### config.mk
export PLATFORM = sky130hd
export DESIGN_NAME = accel_i2c_slave_port
export DESIGN_NICKNAME = d
export VERILOG_FILES = /design/src/accel_i2c_pkg.sv /design/src/accel_i2c_slave_port.sv /design/src/accel_i2c_pin_sync.sv /design/src/accel_i2c_bus_cond.sv
export VERILOG_INCLUDE_DIRS = /design/src
export SDC_FILE = /design/constraint.sdc
export NUM_CORES = 1
export LEC_CHECK = 0
export BUFFER_PORTS_ARGS = -buffer_cell sky130_fd_sc_hd__buf_2
export CAP_MARGIN = 15
export CORE_ASPECT_RATIO = 1.5
export CORE_UTILIZATION = 35
export DETAILED_ROUTE_END_ITERATION = 16
export GPL_ROUTABILITY_DRIVEN = 0
export PLACE_DENSITY = 0.66
export SLEW_MARGIN = 20
export SYNTH_ARGS = -nofsm -noshare
export SYNTH_HDL_FRONTEND = slang
export SYNTH_SLANG_ARGS = --single-unit
### constraint.sdc
create_clock -name REF_CLK_IN -period 1.95 [get_ports REF_CLK_IN]
set_input_delay 0.195 -clock REF_CLK_IN [delete_from_list [all_inputs] [get_ports REF_CLK_IN]]
set_output_delay 0.195 -clock REF_CLK_IN [all_outputs]
set_load 0.02 [all_outputs]
### src/accel_i2c_defs.svh
// Constants of the accelerometer two-wire slave port
`ifndef ACCEL_I2C_DEFS_SVH
`define ACCEL_I2C_DEFS_SVH

// Upper six bits of the slave address; the strap pin supplies bit 0
`define SLAVE_ADDR_HI 6'h0E
// Bit counter value once a full byte has been shifted in
`define RX_LAST_CNT 4'h8
// Bit counter value while the last transmitted bit is on the line
`define TX_LAST_CNT 4'h7
`define BIT_CNT_RESET 4'h0
`define PTR_RESET 8'h00
`define BYTE_RESET 8'h00
`define PTR_STEP 8'h01
// Pin levels after reset: bus lines idle high, device disabled
`define SYNC_RESET_VEC 4'h3
// Fastest serial clock the sampling has to follow
`define REF_CLK_KHZ 50000
`define FAST_SCL_KHZ 400
`define SCL_PERIOD_CYC (`REF_CLK_KHZ / `FAST_SCL_KHZ)

`endif

### src/accel_i2c_pkg.sv
// Types shared by the accelerometer two-wire slave port
package accel_i2c_pkg;

    typedef struct packed {
        logic en;
        logic addr_select_pin;
        logic sda;
        logic scl;
    } pins_t;

    typedef struct packed {
        logic start;
        logic stop;
        logic scl_rise;
        logic scl_fall;
    } bus_cond_t;

    typedef enum logic [2:0] {
        ST_IDLE = 3'h0,
        ST_RX = 3'h1,
        ST_ACK = 3'h2,
        ST_TX = 3'h3,
        ST_TX_ACK = 3'h4
    } state_t;

    typedef enum logic [1:0] {
        KIND_ADDR = 2'h0,
        KIND_PTR = 2'h1,
        KIND_DATA = 2'h2
    } byte_kind_t;

endpackage

### src/accel_i2c_slave_port.sv
// Two-wire slave port of the accelerometer with register access strobes
//
// Contract
// - Enable low: shutdown, ignore bus, never clamp either line.
// - Device is slave only; never makes START, STOP or clock.
// - START is data falling while clock high; bus then busy.
// - STOP is data rising while clock high; ends every transfer.
// - First byte after START is address plus direction; respond on match.
// - Ninth clock: transmitter releases data, receiver holds it low.
// - Any number of bytes; receiver may stretch clock, transmitter waits.
// - Address 0011100 with select pin low, 0011101 with it high.
// - Repeated START switches to read and is accepted without STOP.
// - Single read: write pointer, repeated START, read one byte, no-ack.
// - Returned data bytes go out most significant bit first.
// - Burst read advances pointer after each acknowledged byte until no-ack.
// - Single write stores one data byte at the addressed register.
// - Burst write acknowledges and stores bytes at incrementing addresses.
// - Interrupt output rises when new acceleration data is available.
// - Works at 400 kHz fast mode and 100 kHz normal mode.
// - Idle bus: both lines high, nobody driving them low.
`timescale 1ns/100ps
`include "accel_i2c_defs.svh"
module accel_i2c_slave_port (
    input wire logic REF_CLK_IN,
    input wire logic ARST_N_IN,
    input wire logic EN_IN,
    input wire logic ADDR_SELECT_PIN_IN,
    input wire logic SCL_IN,
    output logic SCL_OUT,
    output logic SCL_OE_OUT,
    input wire logic SDA_IN,
    output logic SDA_OUT,
    output logic SDA_OE_OUT,
    input wire logic [7:0] REG_RDATA_IN,
    input wire logic DATA_READY_IN,
    output logic [7:0] REG_ADDR_OUT,
    output logic [7:0] REG_WDATA_OUT,
    output logic REG_WR_OUT,
    output logic REG_RD_OUT,
    output logic INT_OUT,
    output logic LOW_POWER_OUT
);
    accel_i2c_pkg::pins_t pins_raw;
    accel_i2c_pkg::pins_t pins;
    accel_i2c_pkg::bus_cond_t cond;
    accel_i2c_pkg::state_t state_reg;
    accel_i2c_pkg::byte_kind_t kind_reg;
    logic [3:0] bit_cnt_reg;
    logic [7:0] shift_reg;
    logic [7:0] ptr_reg;
    logic [7:0] ptr_next;
    logic rw_reg;
    logic sda_oe_reg;
    logic scl_oe_reg;
    logic rd_reg;
    logic wr_reg;
    logic [7:0] reg_addr_reg;
    logic [7:0] wdata_reg;
    logic int_reg;
    logic low_power_reg;

    logic active;
    logic go_start;
    logic go_stop;
    logic rx_end;
    logic addr_hit;
    logic addr_miss;
    logic ack_end;
    logic read_begin;
    logic tx_fall;
    logic tx_last;
    logic m_ack;
    logic m_nack;
    logic txack_end;
    logic load_tx;

    function automatic logic addr_match(input logic [7:0] b, input logic sel);
        addr_match = (b[7:1] == {`SLAVE_ADDR_HI, sel});
    endfunction

    assign pins_raw.en = EN_IN;
    assign pins_raw.addr_select_pin = ADDR_SELECT_PIN_IN;
    assign pins_raw.sda = SDA_IN;
    assign pins_raw.scl = SCL_IN;

    // Sampling at 50 MHz leaves ample margin at the fastest bus rate
    accel_i2c_pin_sync u_sync (
        .clk_in(REF_CLK_IN),
        .arst_n_in(ARST_N_IN),
        .pins_in(pins_raw),
        .pins_out(pins)
    );

    accel_i2c_bus_cond u_cond (
        .clk_in(REF_CLK_IN),
        .arst_n_in(ARST_N_IN),
        .pins_in(pins),
        .cond_out(cond)
    );

    assign active = pins.en;
    assign go_start = active & cond.start;
    assign go_stop = active & cond.stop;
    assign rx_end = active & (state_reg == accel_i2c_pkg::ST_RX) & cond.scl_fall
        & (bit_cnt_reg == `RX_LAST_CNT);
    assign addr_hit = rx_end & (kind_reg == accel_i2c_pkg::KIND_ADDR)
        & addr_match(shift_reg, pins.addr_select_pin);
    assign addr_miss = rx_end & (kind_reg == accel_i2c_pkg::KIND_ADDR)
        & !addr_match(shift_reg, pins.addr_select_pin);
    assign ack_end = active & (state_reg == accel_i2c_pkg::ST_ACK) & cond.scl_fall;
    assign read_begin = (kind_reg == accel_i2c_pkg::KIND_ADDR) & rw_reg;
    assign tx_fall = active & (state_reg == accel_i2c_pkg::ST_TX) & cond.scl_fall;
    assign tx_last = tx_fall & (bit_cnt_reg == `TX_LAST_CNT);
    assign m_ack = active & (state_reg == accel_i2c_pkg::ST_TX_ACK) & cond.scl_rise
        & !pins.sda;
    assign m_nack = active & (state_reg == accel_i2c_pkg::ST_TX_ACK) & cond.scl_rise
        & pins.sda;
    assign txack_end = active & (state_reg == accel_i2c_pkg::ST_TX_ACK) & cond.scl_fall;
    assign load_tx = (ack_end & read_begin) | txack_end;
    assign ptr_next = 8'(ptr_reg + `PTR_STEP);

    // Byte sequencing
    always_ff @(posedge REF_CLK_IN or negedge ARST_N_IN)
    begin
        if (!ARST_N_IN)
        begin
            state_reg <= accel_i2c_pkg::ST_IDLE;
            kind_reg <= accel_i2c_pkg::KIND_ADDR;
            bit_cnt_reg <= `BIT_CNT_RESET;
            shift_reg <= `BYTE_RESET;
            rw_reg <= 1'h0;
        end
        else if (!active)
        begin
            state_reg <= accel_i2c_pkg::ST_IDLE;
        end
        else if (go_start)
        begin
            state_reg <= accel_i2c_pkg::ST_RX;
            kind_reg <= accel_i2c_pkg::KIND_ADDR;
            bit_cnt_reg <= `BIT_CNT_RESET;
        end
        else if (go_stop)
        begin
            state_reg <= accel_i2c_pkg::ST_IDLE;
        end
        else
        begin
            unique case (state_reg)
                accel_i2c_pkg::ST_IDLE:
                begin
                    bit_cnt_reg <= `BIT_CNT_RESET;
                end
                accel_i2c_pkg::ST_RX:
                begin
                    if (cond.scl_rise && bit_cnt_reg != `RX_LAST_CNT)
                    begin
                        shift_reg <= {shift_reg[6:0], pins.sda};
                        bit_cnt_reg <= 4'(bit_cnt_reg + 4'h1);
                    end
                    else if (rx_end)
                    begin
                        if (addr_miss)
                        begin
                            state_reg <= accel_i2c_pkg::ST_IDLE;
                        end
                        else
                        begin
                            state_reg <= accel_i2c_pkg::ST_ACK;
                        end
                        if (kind_reg == accel_i2c_pkg::KIND_ADDR)
                        begin
                            rw_reg <= shift_reg[0];
                        end
                    end
                end
                accel_i2c_pkg::ST_ACK:
                begin
                    if (cond.scl_fall)
                    begin
                        bit_cnt_reg <= `BIT_CNT_RESET;
                        if (read_begin)
                        begin
                            state_reg <= accel_i2c_pkg::ST_TX;
                            shift_reg <= REG_RDATA_IN;
                        end
                        else
                        begin
                            state_reg <= accel_i2c_pkg::ST_RX;
                            kind_reg <= (kind_reg == accel_i2c_pkg::KIND_ADDR)
                                ? accel_i2c_pkg::KIND_PTR : accel_i2c_pkg::KIND_DATA;
                        end
                    end
                end
                accel_i2c_pkg::ST_TX:
                begin
                    if (tx_last)
                    begin
                        state_reg <= accel_i2c_pkg::ST_TX_ACK;
                    end
                    else if (tx_fall)
                    begin
                        shift_reg <= {shift_reg[6:0], 1'h0};
                        bit_cnt_reg <= 4'(bit_cnt_reg + 4'h1);
                    end
                end
                accel_i2c_pkg::ST_TX_ACK:
                begin
                    if (m_nack)
                    begin
                        state_reg <= accel_i2c_pkg::ST_IDLE;
                    end
                    else if (cond.scl_fall)
                    begin
                        state_reg <= accel_i2c_pkg::ST_TX;
                        shift_reg <= REG_RDATA_IN;
                        bit_cnt_reg <= `BIT_CNT_RESET;
                    end
                end
                default:
                begin
                    state_reg <= accel_i2c_pkg::ST_IDLE;
                end
            endcase
        end
    end

    // Data line drive; open drain, so only ever pulled low
    always_ff @(posedge REF_CLK_IN or negedge ARST_N_IN)
    begin
        if (!ARST_N_IN)
        begin
            sda_oe_reg <= 1'h0;
        end
        else if (!active || go_start || go_stop || addr_miss)
        begin
            sda_oe_reg <= 1'h0;
        end
        else if (rx_end)
        begin
            sda_oe_reg <= 1'h1;
        end
        else if (load_tx)
        begin
            sda_oe_reg <= !REG_RDATA_IN[7];
        end
        else if (ack_end || tx_last)
        begin
            sda_oe_reg <= 1'h0;
        end
        else if (tx_fall)
        begin
            sda_oe_reg <= !shift_reg[6];
        end
    end

    // Slave only: the clock line is never driven, so no stretching
    always_ff @(posedge REF_CLK_IN or negedge ARST_N_IN)
    begin
        if (!ARST_N_IN)
        begin
            scl_oe_reg <= 1'h0;
        end
        else
        begin
            scl_oe_reg <= 1'h0;
        end
    end

    // Register pointer and access strobes
    always_ff @(posedge REF_CLK_IN or negedge ARST_N_IN)
    begin
        if (!ARST_N_IN)
        begin
            ptr_reg <= `PTR_RESET;
            reg_addr_reg <= `PTR_RESET;
            wdata_reg <= `BYTE_RESET;
            rd_reg <= 1'h0;
            wr_reg <= 1'h0;
        end
        else
        begin
            rd_reg <= 1'h0;
            wr_reg <= 1'h0;
            if (addr_hit && shift_reg[0])
            begin
                rd_reg <= 1'h1;
                reg_addr_reg <= ptr_reg;
            end
            else if (rx_end && kind_reg == accel_i2c_pkg::KIND_PTR)
            begin
                ptr_reg <= shift_reg;
            end
            else if (rx_end && kind_reg == accel_i2c_pkg::KIND_DATA)
            begin
                wr_reg <= 1'h1;
                reg_addr_reg <= ptr_reg;
                wdata_reg <= shift_reg;
                ptr_reg <= ptr_next;
            end
            else if (m_ack)
            begin
                rd_reg <= 1'h1;
                reg_addr_reg <= ptr_next;
                ptr_reg <= ptr_next;
            end
        end
    end

    // New-data flag; a fresh sample wins over the clearing read
    always_ff @(posedge REF_CLK_IN or negedge ARST_N_IN)
    begin
        if (!ARST_N_IN)
        begin
            int_reg <= 1'h0;
            low_power_reg <= 1'h1;
        end
        else
        begin
            int_reg <= DATA_READY_IN | (int_reg & !rd_reg);
            low_power_reg <= !pins.en;
        end
    end

    assign SCL_OUT = 1'h0;
    assign SCL_OE_OUT = scl_oe_reg;
    assign SDA_OUT = 1'h0;
    assign SDA_OE_OUT = sda_oe_reg;
    assign REG_ADDR_OUT = reg_addr_reg;
    assign REG_WDATA_OUT = wdata_reg;
    assign REG_WR_OUT = wr_reg;
    assign REG_RD_OUT = rd_reg;
    assign INT_OUT = int_reg;
    assign LOW_POWER_OUT = low_power_reg;
endmodule

### src/accel_i2c_pin_sync.sv
// Three-stage pin synchroniser with agreement filter
`timescale 1ns/100ps
`include "accel_i2c_defs.svh"
module accel_i2c_pin_sync (
    input wire logic clk_in,
    input wire logic arst_n_in,
    input accel_i2c_pkg::pins_t pins_in,
    output accel_i2c_pkg::pins_t pins_out
);
    localparam int W = $bits(accel_i2c_pkg::pins_t);
    localparam logic [W-1:0] RST_VEC = `SYNC_RESET_VEC;

    logic [W-1:0] raw;
    logic [W-1:0] clean_reg;

    assign raw = pins_in;
    assign pins_out = clean_reg;

    genvar i;
    generate
        for (i = 0; i < W; i++)
        begin : g_bit
            logic s1_reg;
            logic s2_reg;
            logic s3_reg;
            always_ff @(posedge clk_in or negedge arst_n_in)
            begin
                if (!arst_n_in)
                begin
                    s1_reg <= RST_VEC[i];
                    s2_reg <= RST_VEC[i];
                    s3_reg <= RST_VEC[i];
                    clean_reg[i] <= RST_VEC[i];
                end
                else
                begin
                    s1_reg <= raw[i];
                    s2_reg <= s1_reg;
                    s3_reg <= s2_reg;
                    // A change counts only once two later stages agree
                    if (s2_reg == s3_reg)
                    begin
                        clean_reg[i] <= s3_reg;
                    end
                end
            end
        end
    endgenerate
endmodule

### src/accel_i2c_bus_cond.sv
// START, STOP and clock edge detection on the cleaned bus lines
`timescale 1ns/100ps
`include "accel_i2c_defs.svh"
module accel_i2c_bus_cond (
    input wire logic clk_in,
    input wire logic arst_n_in,
    input accel_i2c_pkg::pins_t pins_in,
    output accel_i2c_pkg::bus_cond_t cond_out
);
    logic scl_prev_reg;
    logic sda_prev_reg;

    always_ff @(posedge clk_in or negedge arst_n_in)
    begin
        if (!arst_n_in)
        begin
            scl_prev_reg <= 1'h1;
            sda_prev_reg <= 1'h1;
        end
        else
        begin
            scl_prev_reg <= pins_in.scl;
            sda_prev_reg <= pins_in.sda;
        end
    end

    // Data edges count only with the clock high on both samples
    assign cond_out.start = pins_in.scl & scl_prev_reg & sda_prev_reg & ~pins_in.sda;
    assign cond_out.stop = pins_in.scl & scl_prev_reg & ~sda_prev_reg & pins_in.sda;
    assign cond_out.scl_rise = pins_in.scl & ~scl_prev_reg;
    assign cond_out.scl_fall = ~pins_in.scl & scl_prev_reg;
endmodule

# Word-level counts from Yosys, hierarchy flattened
# Index checks and enable logic that the tools add are counted.
[classes]
bitwise_logic = 39
muxes = 52
mul = 0
div_mod_pow = 0
reduce_logical = 31
n_shift = 0
addsub = 2
eq_ne = 34
order_cmp = 0
[ops]
columns = ["operator", "count"]
rows = [
  ["8-bit two-way mux", 13],
  ["8-bit case mux with 4 select lines", 1],
  ["1-bit AND", 28],
  ["4-bit two-way mux", 7],
  ["3-bit two-way mux", 9],
  ["5-bit != test, second input constant", 4],
  ["4-bit case mux with 5 select lines", 1],
  ["2-bit != test, second input constant", 9],
  ["2-bit two-way mux", 8],
  ["3-bit case mux with 5 select lines", 1],
  ["7-bit AND reduction", 2],
  ["1-bit two-way mux", 12],
  ["11-bit AND reduction", 1],
  ["3-bit != test, second input constant", 3],
  ["1-bit NOT", 9],
  ["8-bit by 1-bit adder with 8-bit output, second input constant", 1],
  ["4-bit != test, second input constant", 2],
  ["7-bit by 5-bit == test with 1-bit output", 1],
  ["3-bit by 2-bit == test with 1-bit output, second input constant", 2],
  ["1-bit logical NOT", 6],
  ["6-bit != test, second input constant", 1],
  ["6-bit AND reduction", 1],
  ["3-bit nonzero test", 2],
  ["6-bit nonzero test", 1],
  ["other kinds (21)", 33],
]
[word_totals]
rom_bits = 0
reg_bits = 65
mem_count = 0
in_bits = 15
ramBits = 0
latchBits = 0

# Logic depth before layout (Yosys ltp)
# Gate-level depths: netlist of the first run.
[logic_depth]
word_depth = 13
depth_mapped = 8
mapped_depth_nobuf = 7

# Modules after synthesis
# From an unflattened synthesis of the first run, not the netlist that was laid out.
[hier_totals]
hier_cells = 324
area_unflattened_um2 = 3347.0
[modules_own_cells]
columns = ["mod", "n_inst", "area_each_um2", "cells_per_inst"]
rows = [
  ["accel_i2c_slave_port", 1, 2803.9, 298],
  ["accel_i2c_pin_sync", 1, 455.4, 20],
  ["accel_i2c_bus_cond", 1, 87.6, 6],
]

# Worst setup path after synthesis of the first run
# Ideal clock, no wire load.
[synth_path]
path_type = "flip-flop to flip-flop"
from = "register u_sync.clean_reg[0], in the netlist u_sync.pins_out[0]"
to = "register shift_reg[0]"
arrival_ns = 1.910
stages_incl_launch_ff = 7
synth_period_minus_slack_ns = 2.035
path_buffers = 1
setup_time_ns = 0.125
slack_ns = -0.085
cell_sequence = "dfstp_2 -> clkbuf_1 -> nand2_1 -> o21ai_0 -> inv_1 -> o211ai_2 -> mux2_2"
[synth_via]
elab_chain_cells = 6
elab_cells_between_ends = 24
[synth_lines]
columns = ["element", "line", "rtl"]
rows = [
  ["start, declared", "accel_i2c_pin_sync.sv:14", "logic [W-1:0] clean_reg;"],
  ["start signal, assigned by index", "accel_i2c_pin_sync.sv:33", "clean_reg[i] <= RST_VEC[i];"],
  ["start signal, assigned by index", "accel_i2c_pin_sync.sv:43", "clean_reg[i] <= s3_reg;"],
  ["1-bit NOT / 1-bit AND (equally long branches)", "accel_i2c_bus_cond.sv:31, accel_i2c_bus_cond.sv:28, accel_i2c_bus_cond.sv:29", ""],
  ["1-bit AND, on equally long branches", "accel_i2c_bus_cond.sv:31, accel_i2c_bus_cond.sv:28, accel_i2c_bus_cond.sv:29", ""],
  ["1-bit AND, on equally long branches", "accel_i2c_slave_port.sv:112, accel_i2c_bus_cond.sv:28, accel_i2c_bus_cond.sv:29", ""],
  ["1-bit AND, on equally long branches", "accel_i2c_slave_port.sv:113, accel_i2c_slave_port.sv:102, accel_i2c_slave_port.sv:103", ""],
  ["2-bit != test (no line) / 1-bit NOT (equally long branches)", "--", ""],
  ["11-bit AND reduction (no line) *", "--", ""],
  ["end signal, assigned", "accel_i2c_slave_port.sv:130", "shift_reg <= `BYTE_RESET;"],
  ["end signal, assigned", "accel_i2c_slave_port.sv:158", "shift_reg <= {shift_reg[6:0], pins.sda};"],
  ["end signal, assigned", "accel_i2c_slave_port.sv:203", "shift_reg <= {shift_reg[6:0], 1'h0};"],
  ["end, declared", "accel_i2c_slave_port.sv:49", "logic [7:0] shift_reg;"],
]
# Mark *: on every way between the ends. The rest lies on a longest branch, timed or not.
# A chain may end at the register's enable or synchronous reset.

# Final worst setup path of the first run
[layout_path]
from = "register state_reg[0]"
to = "register reg_addr_reg[4], in the netlist REG_ADDR_OUT[4]"
[layout_via]
elab_chain_cells = 9
elab_cells_between_ends = 19
[layout_lines]
columns = ["element", "line", "rtl"]
rows = [
  ["start, declared", "accel_i2c_slave_port.sv:46", "accel_i2c_pkg::state_t state_reg;"],
  ["start signal, assigned", "accel_i2c_slave_port.sv:127", "state_reg <= accel_i2c_pkg::ST_IDLE;"],
  ["start signal, assigned", "accel_i2c_slave_port.sv:135", "state_reg <= accel_i2c_pkg::ST_IDLE;"],
  ["start signal, assigned", "accel_i2c_slave_port.sv:139", "state_reg <= accel_i2c_pkg::ST_RX;"],
  ["3-bit by 1-bit == test with 1-bit output", "accel_i2c_slave_port.sv:104", "assign rx_end = active & (state_reg == accel_i2c_pkg::ST_RX) & cond.scl_fall"],
  ["1-bit AND (3 in a row)", "accel_i2c_slave_port.sv:104", ""],
  ["1-bit AND", "accel_i2c_slave_port.sv:106", "assign addr_hit = rx_end & (kind_reg == accel_i2c_pkg::KIND_ADDR)"],
  ["1-bit AND", "accel_i2c_slave_port.sv:107", "& addr_match(shift_reg, pins.addr_select_pin);"],
  ["1-bit logical AND", "accel_i2c_slave_port.sv:285", "if (addr_hit && shift_reg[0])"],
  ["2-bit != test (no line) / 3-bit nonzero test (equally long branches)", "--", ""],
  ["2-bit AND reduction (no line)", "--", ""],
  ["end signal, assigned", "accel_i2c_slave_port.sv:288", "reg_addr_reg <= ptr_reg;"],
  ["end signal, assigned", "accel_i2c_slave_port.sv:297", "reg_addr_reg <= ptr_reg;"],
  ["end signal, assigned", "accel_i2c_slave_port.sv:304", "reg_addr_reg <= ptr_next;"],
  ["end, declared", "accel_i2c_slave_port.sv:57", "logic [7:0] reg_addr_reg;"],
]
# Several ways; a longest one is shown, not always the timed one. The select of a mux whose other input is x is not followed.

==> results of run 1 <==
[layer usage]
layer  up-vias  share of wire
li1       1278              -
met1      1299           0.41
met2        66           0.53
met3        12          0.042
met4         0          0.024
met5         -              0
[stage by stage]
stage | instance area, um^2 | TNS [ps] | setup WS, ps | hold WS [ps] | utilization
2_1_floorplan | 3340 | -79.0 | -49.0 | -101 | -
3_3_place_gp | 3860 | -66.0 | -33.5 | 214 | 0.418
3_5_place_dp | 3860 | -134 | -59.6 | 226 | 0.418
4_1_cts | 4240 | 0 | 0.541 | 37.3 | 0.458
5_1_grt | 4440 | -260 | -39.5 | 56.7 | 0.480
6_report | 4440 | 0 | 43.1 | 48.3 | 0.480
[power breakdown]
group          switching, mW  internal (mW)
sequential            0.0878           1.43
combinational          0.179          0.161
clock                  0.602           1.06
[layout make-up]
type	instances	area, um^2
Tap cell	112	140
Clock buffer	11	253
Timing Repair Buffer	81	624
Multi-Input combinational cell	218	1690
Sequential cell	65	1640
Fill cell	843	4810
Inverter	8	30.0
Clock inverter	5	62.6
[cells in the mapped netlist, types with 6 or more instances]
library cell	instances
xor2_1	7
nor2_1	20
o21ai_1	11
inv_1	7
nand3_1	9
o21ai_0	12
dfrtp_1	54
mux2_1	9
dfstp_2	11
nand2b_1	6
nand2_1	21
mux2_2	16
a21oi_1	14
[worst paths after layout]
check	startpoint	to	slack, ps	cells after the start
worst max-delay path	state_reg[0]$_DFFE_PN0P_	REG_ADDR_OUT[4]$_DFFE_PN0P_	40	4
worst min-delay path	DATA_READY_IN	INT_OUT$_DFF_PN0_	50	2
worst max register to register	state_reg[0]$_DFFE_PN0P_	REG_ADDR_OUT[4]$_DFFE_PN0P_	40	4
worst min register to register	u_sync.g_bit[2].s1_reg$_DFF_PN0_	u_sync.g_bit[2].s2_reg$_DFF_PN0_	350	0
max in group asynchronous	ARST_N_IN	REG_ADDR_OUT[7]$_DFFE_PN0P_	900	3
min in group asynchronous	ARST_N_IN	u_sync.g_bit[2].s2_reg$_DFF_PN0_	390	2
[worst max-delay path: stages (launching register included)]
cell and delay, ps:
dfrtp_1 400, or3b_4 450, or4_4 570, o31a_1 310, o22ai_2 100
[logic make-up after synthesis]
| group | share of synthesized area |
|---|---|
| other | 0.00113 |
| buffers and inverters | 0.0425 |
| adders and majority gates | 0.0233 |
| DFF | 0.493 |
| muxes | 0.0966 |
| and+or+nand+nor | 0.171 |
| xor gates and xnor gates | 0.0237 |
| AOI/OAI and AO/OA | 0.149 |
[repair_timing]
action,CTS,global route
endpoints found under the setup margin,4,38
gates cloned,0,2
pin swaps,0,6
hold buffers,5,0
endpoints found under the hold margin,15,0
gates resized for setup,1,33
setup buffers,0,5
==> flow_summary.yaml, run 1 <==
run_status:
  status: "finished clean"
synth:
  synth_top_cell_by_area: "dfrtp_1"
  synth_edf_count: 0
  ys_types: 70
  yosys_register_bits: 65
  synth_area_leaders: "dfrtp_1, dfstp_2, mux2_2"
  synth_seq_area_share: 0.493
  synth_warnings: 0
  synth_area_um2: 3330
  ys.flop_type: "dfrtp_1"
  yosysTopAreaCellShare: 0.406
  syn_avg_cell_area_um2: 10.9
  async_flop_share: 1.00
  syn_inst: 306
setup_path:
  worst_ep_arrival_time_ps: 2160
  crit_type: "reg2reg"
  startpoint_type: "flop"
  cp.required_ps: 2210
  worstPathMaxFanout: 8
  end_kind: "flop"
timing:
  relSlewSlack: 0.619
  finClkSkew_ps: 8.25
  worst_pin_slew_ps: 571
  min_period_over_period: 0.978
  slew_viol_final: 0
  rsz0062_at_grt: "yes"
  finalHoldViolations: 0
  fmax_mhz: 524
  setup-violations-final: 0
  period_minus_slack_ps: 1910
die:
  start_util: 0.360
  boundaryPins: 39
  die_height_um: 121
  die_x_um: 81.6
  core_um2: 9250
  fp-row-count: 43
  die_area_um2: 9910
global_routing:
  grt_pass1_vias: 2536
  grt_pass1_wl_um: 12400
  grt-ovfl-total: 0
  grtUsageMet3: 0.0436
  grtUsageMet2: 0.283
  grt_max_degree: 26
  met1_usage: 0.198
  top_usage_layer: "met2"
  antenna_found_initial: 0
  grt.total_usage: 0.169
power_and_ir_drop:
  p_total_mw: 3.52
  p_per_area_nw_per_um2: 793
  power.leakage_nw: 2.01
  peakVddDrop_v: 0.000821
cells_and_area:
  nets: 401
  diodes: 0
  final_cell_mix: "dfrtp_1, buf_2, buf_4"
  final_cells: 500
  drive_above_1_share: 0.407
  area_delta_synth_final_pct: 33.4
  final_common_cell: "dfrtp_1"
route:
  first_iter_violations: 186
  drt_wl_total_um: 7730
  drc: 0
  route.vias.total: 2655
  postRouteAntennaNets: 0
  drt_first_pass_iters: 4
  routed_via_density: 5.31
  routedWlPerCell_um: 15.5
clocking:
  clk_pin_slew_worst_paths_ps: 60
  cts_buffers: 9
  clockBufferDepth: 2
  numClockSinks: 65
  cts_tree: "done"
  h-tree-depth: 3
  root_buffer: "clkbuf_16"
  clock_latency_ps: 330
placed_design:
  port_buffers: 35
  hpwl_um: 5560
  dp.cells: 472
job:
  drv_cap: 0
worst_hold_path:
  hold_class: "in2reg"
Note: power is estimated with default switching activity, not from simulation.
==> inputs of run 2 (changes only) <==
- ABC_AREA: default -> 1
==> flow_summary.yaml, run 2 <==
run_status:
  status: "finished clean"
die:
  die_area_um2: 10000
  core_um2: 9310
  die_height_um: 122
  boundaryPins: 39
  fp-row-count: 43
  start_util: 0.363
  die_x_um: 82.2
synth:
  syn_inst: 417
  syn_avg_cell_area_um2: 8.09
  yosysTopAreaCellShare: 0.400
  yosys_register_bits: 65
  synth_edf_count: 0
  yosysMostFrequentCell: "nand2_1"
  synth_area_leaders: "dfrtp_1, nand2_1, dfstp_2"
  async_flop_share: 1.00
  synth_top_cell_by_area: "dfrtp_1"
  ys.flop_type: "dfrtp_1"
  ys_top_cells_by_count: "nand2_1, dfrtp_1, nand3_1"
  synth_warnings: 0
  ys_types: 34
  synth_seq_area_share: 0.486
  synth_area_um2: 3370
global_routing:
  grt_max_degree: 43
  antenna_found_initial: 0
  grtUsageMet2: 0.259
  grt_pass1_wl_um: 11900
  grt-ovfl-total: 0
  grt_pass1_vias: 2636
  met1_usage: 0.185
  grtUsageMet3: 0.0364
  top_usage_layer: "met2"
  grt.total_usage: 0.160
route:
  route.vias.total: 2775
  first_iter_violations: 108
  drt_wl_total_um: 7110
  postRouteAntennaNets: 0
  drc: 0
  drt_first_pass_iters: 4
  routed_via_density: 4.77
  routedWlPerCell_um: 12.2
timing:
  finClkSkew_ps: 4.09
  rsz0062_at_grt: "no"
  relSlewSlack: 0.623
  fmax_mhz: 555
  worst_pin_slew_ps: 565
  finalHoldViolations: 0
  period_minus_slack_ps: 1800
  slew_viol_final: 0
  hold_ws_ps: 61.2
  min_period_over_period: 0.925
  finalSetupTns_ps: 0
  setup-violations-final: 0
setup_path:
  r2r-start: "bit_cnt_reg[0]$_DFFE_PN0P_"
  rr_worst_depth: 9
  worstPathCellList: "ha_1 > nand2_1 > nor2_1 > o21ai_2 > clkinv_1 > nor2_1 > nand3_4 > nand2_1 > o21ai_2"
  crit_type: "reg2reg"
  worstPathMaxFanout: 16
  end_kind: "flop"
  slowest_delay_ps: 400
  critPathLaunch: "bit_cnt_reg[0]$_DFFE_PN0P_"
  reg2reg_to: "shift_reg[1]$_DFFE_PN0P_"
  cp.required_ps: 2170
  startpoint_type: "flop"
  worst_ep_arrival_time_ps: 2020
  crit_end: "shift_reg[1]$_DFFE_PN0P_"
  rrSetupSlack_ps: 150
  slowest_stage: "dfrtp_1"
clocking:
  h-tree-depth: 3
  cts_buffers: 9
  clk_pin_slew_worst_paths_ps: 50
  cts_tree: "done"
  numClockSinks: 65
  clockBufferDepth: 2
  clock_latency_ps: 330
  root_buffer: "clkbuf_16"
power_and_ir_drop:
  peakVddDrop_v: 0.000556
  p_per_area_nw_per_um2: 951
  p_total_mw: 3.88
  power.leakage_nw: 2.15
worst_hold_path:
  hold_class: "in2reg"
  holdPathStages: 2
cells_and_area:
  final_cell_mix: "nand2_1, dfrtp_1, nand3_1"
  area_delta_synth_final_pct: 20.8
  final_cells: 582
  post-route-cell-area_um2: 4080
  final_common_cell: "nand2_1"
  diodes: 0
  drive_above_1_share: 0.240
  nets: 483
placed_design:
  place_area_um2: 3680
  hpwl_um: 5330
  port_buffers: 35
  dp.cells: 561
job:
  drv_cap: 0
[run 2: cell count changes after synthesis, moves of 9 or more]
| cell | previous run | this run |
|---|---|---|
| mux2_1 | 9 | 0 |
| mux2_2 | 16 | 0 |
| inv_2 | 1 | 11 |
| o21ai_2 | 1 | 11 |
| nand2_1 | 21 | 138 |
| inv_1 | 7 | 35 |
| nand3_1 | 9 | 42 |
| a21oi_1 | 14 | 2 |
[run 2: where the power goes]
group	switching (mW)	internal, mW	leakage [nW]	total, mW
Combinational	0.358	0.176	1.17	0.533
Clock	0.578	1.18	0.162	1.76
Sequential	0.0966	1.49	0.824	1.58
Total	1.03	2.85	2.15	3.88
[run 2: worst max-delay path: cells and delay by family (launching register included)]
| family | cells | cell delay [ps] |
|---|---|---|
| AO/OA/AOI/OAI | 2 | 240 |
| adder cells (fa/ha/maj) | 1 | 220 |
| buffers and inverters | 1 | 80 |
| flip-flops | 1 | 400 |
| AND/OR/NAND/NOR | 5 | 740 |
[run 2: kinds of logic (layout without fill, tap and decap cells)]
kind of cell	after synthesis	after routing	share of synthesized area
AOI/OAI and AO/OA	45	45	0.0805
buffers and inverters	58	109	0.0767
DFF	65	65	0.486
xor gates and xnor gates	4	4	0.0104
other	1	3	0.00111
adders and majority gates	7	7	0.0230
and+or+nand+nor	237	237	0.322
[run 2: final cells by class]
cell class	instances	area (um^2)
sequential	65	1640
clock buffer	11	253
inverter	47	176
tap	112	140
multi-input combinational	296	1490
timing repair buffer	46	299
fill	924	5230
clock inverter	5	77.6
[run 2: per-stage QoR]
| stage | util | worst slack (ps) |
|---|---|---|
| 6_report | 0.438 | 147 |
| 5_1_grt | 0.438 | 6.01 |
| 4_1_cts | 0.437 | 138 |
| 3_5_place_dp | 0.396 | 159 |
| 3_3_place_gp | 0.396 | 184 |
| 2_1_floorplan | - | 318 |
[run 2: repair_timing]
| item | CTS | global route |
|---|---|---|
| buffers inserted | 0 | 0 |
| endpoints found under the setup margin | 0 | 8 |
| resized for setup | 0 | 3 |
| hold buffers | 5 | 0 |
| hold endpoints to repair | 16 | 0 |
[run 2: metal layers]
layer  vias to the layer above  routed length [um]
met3                        21                 239
met5                         -                   0
met1                      1263                3150
met2                        68                3440
li1                       1423                   -
met4                         0                 285
[run 2: worst min path at each step]
stage | startpoint | endpoint | slack (ps)
floorplan | ARST_N_IN | INT_OUT$_DFF_PN0_ | -100
finish | DATA_READY_IN | INT_OUT$_DFF_PN0_ | 60
CTS | DATA_READY_IN | INT_OUT$_DFF_PN0_ | 50
detailed placement | ARST_N_IN | state_reg[0]$_DFFE_PN0P_ | 230
global route | DATA_READY_IN | INT_OUT$_DFF_PN0_ | 70
global placement | ARST_N_IN | state_reg[1]$_DFFE_PN0P_ | 220
==> inputs of run 3 (changes only) <==
- PLACE_DENSITY: 0.66 -> default
==> flow_summary.yaml, run 3 (synthesis gave the netlist of run 2 again) <==
clocking:
  numClockSinks: 65
  clockBufferDepth: 2
  cts_tree: "done"
  h-tree-depth: 3
  clk_pin_slew_worst_paths_ps: 50
  root_buffer: "clkbuf_16"
  clock_latency_ps: 340
  cts_buffers: 9
cells_and_area:
  area_delta_synth_final_pct: 20.6
  final_common_cell: "nand2_1"
  regArea_um2: 1640
  fin_util: 0.437
  diodes: 0
  nets: 487
  drive_above_1_share: 0.247
  nFillCells: 932
  multiInputGateArea_um2: 1510
  final_cell_mix: "nand2_1, dfrtp_1, nand3_1"
  final_cells: 586
route:
  route.vias.total: 2806
  drt_first_pass_iters: 4
  postRouteAntennaNets: 0
  routed_via_density: 4.79
  routedWlPerCell_um: 12.8
  drc: 0
  first_iter_violations: 144
  drt_wl_total_um: 7490
global_routing:
  grtUsageMet3: 0.0446
  top_usage_layer: "met2"
  grt.total_usage: 0.165
  grt_pass1_vias: 2713
  grtUsageMet2: 0.272
  antenna_found_initial: 0
  grt_pass1_wl_um: 12300
  grt-ovfl-total: 0
  met1_usage: 0.191
  grt_max_degree: 43
timing:
  finalSetupTns_ps: 0
  slew_viol_final: 0
  setup-violations-final: 0
  final.setup.worst_slack_ps: 161
  period_minus_slack_ps: 1790
  relSlewSlack: 0.629
  rsz0062_at_grt: "no"
  finClkSkew_ps: 5.49
  worst_pin_slew_ps: 556
  finalHoldViolations: 0
  fmax_mhz: 559
  min_period_over_period: 0.917
worst_hold_path:
  holdCritStartpoint: "DATA_READY_IN"
  holdPathStages: 2
  hold_class: "in2reg"
  min_to: "INT_OUT$_DFF_PN0_"
setup_path:
  reg2reg_to: "shift_reg[0]$_DFFE_PN0P_"
  critPathLaunch: "bit_cnt_reg[0]$_DFFE_PN0P_"
  end_kind: "flop"
  slowest_stage: "dfrtp_1"
  critPathBufInv: 1
  rr_worst_depth: 9
  crit_type: "reg2reg"
  worst_ep_arrival_time_ps: 2010
  r2r-start: "bit_cnt_reg[0]$_DFFE_PN0P_"
  slowest_delay_ps: 400
  cp.required_ps: 2170
  worstPathCellList: "ha_1 > nand2_1 > nor2_1 > o21ai_2 > clkinv_1 > nor2_2 > nand3_4 > nand2_1 > o21ai_2"
  worstPathMaxFanout: 8
  rrSetupSlack_ps: 160
  startpoint_type: "flop"
  worst_path_dominant_cell_family: "simple AND/OR/NAND/NOR gates"
placed_design:
  port_buffers: 35
  hpwl_um: 5520
  place_ws_ps: 167
  dp.cells: 563
die:
  die_x_um: 82.2
  die_area_um2: 10000
  start_util: 0.363
  fp-row-count: 43
  boundaryPins: 39
  die_height_um: 122
  core_um2: 9310
power_and_ir_drop:
  power.leakage_nw: 2.13
  p_per_area_nw_per_um2: 895
  peakVddDrop_v: 0.000552
job:
  drv_cap: 0
run_status:
  status: "finished clean"
-- run 3: cell count changes in the layout (fill, tap and decap cells not counted), sizes merged --
cell      change
buf           +3
clkinvlp      +2
nand3         +1
clkinv        -1
clkbuf        +1
bufinv        -2
-- run 3: worst max-delay path by stage --
stage | endpoint | slack [ps] | cells after the start
CTS | REG_ADDR_OUT[7]$_DFFE_PN0P_ | 140 | 12
global placement | shift_reg[5]$_DFFE_PN0P_ | 160 | 9
global route | REG_ADDR_OUT[0]$_DFFE_PN0P_ | 10 | 11
floorplan | shift_reg[4]$_DFFE_PN0P_ | 320 | 10
detailed placement | REG_ADDR_OUT[0]$_DFFE_PN0P_ | 170 | 11
finish | shift_reg[0]$_DFFE_PN0P_ | 160 | 9
-- run 3: routing by layer --
metal / wire, um / vias up / share of wire
met1: 3170 / 1292 / 0.42
met3: 238 / 22 / 0.032
li1: - / 1429 / -
met2: 3780 / 63 / 0.51
met5: 0 / - / 0
met4: 300 / 0 / 0.040
-- run 3: area by class of cell --
class	count	area share
clock buffer	12	0.0630
clock inverter	4	0.00677
inverter	47	0.0434
multi-input combinational	297	0.371
sequential	65	0.403
tap	112	0.0344
timing repair buffer	49	0.0781
-- run 3: timing repair --
action | CTS | global route
endpoints found under the hold margin | 16 | 0
hold buffers | 5 | 0
resized for setup | 0 | 4
setup endpoints to repair | 0 | 16
setup buffers | 0 | 1
-- run 3: power by group --
part | switching (mW) | total, mW | internal [mW]
logic | 0.367 | 0.545 | 0.178
registers | 0.100 | 1.59 | 1.49
clock network | 0.581 | 1.51 | 0.926
total | 1.05 | 3.64 | 2.59
-- run 3: per-stage QoR --
stage	hold WS, ps	cell area [um^2]	total power [mW]
4_1_cts	47.0	4030	3.69
3_5_place_dp	224	3700	2.15
3_3_place_gp	216	3700	2.13
6_report	56.9	4070	3.64
2_1_floorplan	-101	3380	1.98
5_1_grt	66.3	4070	3.83
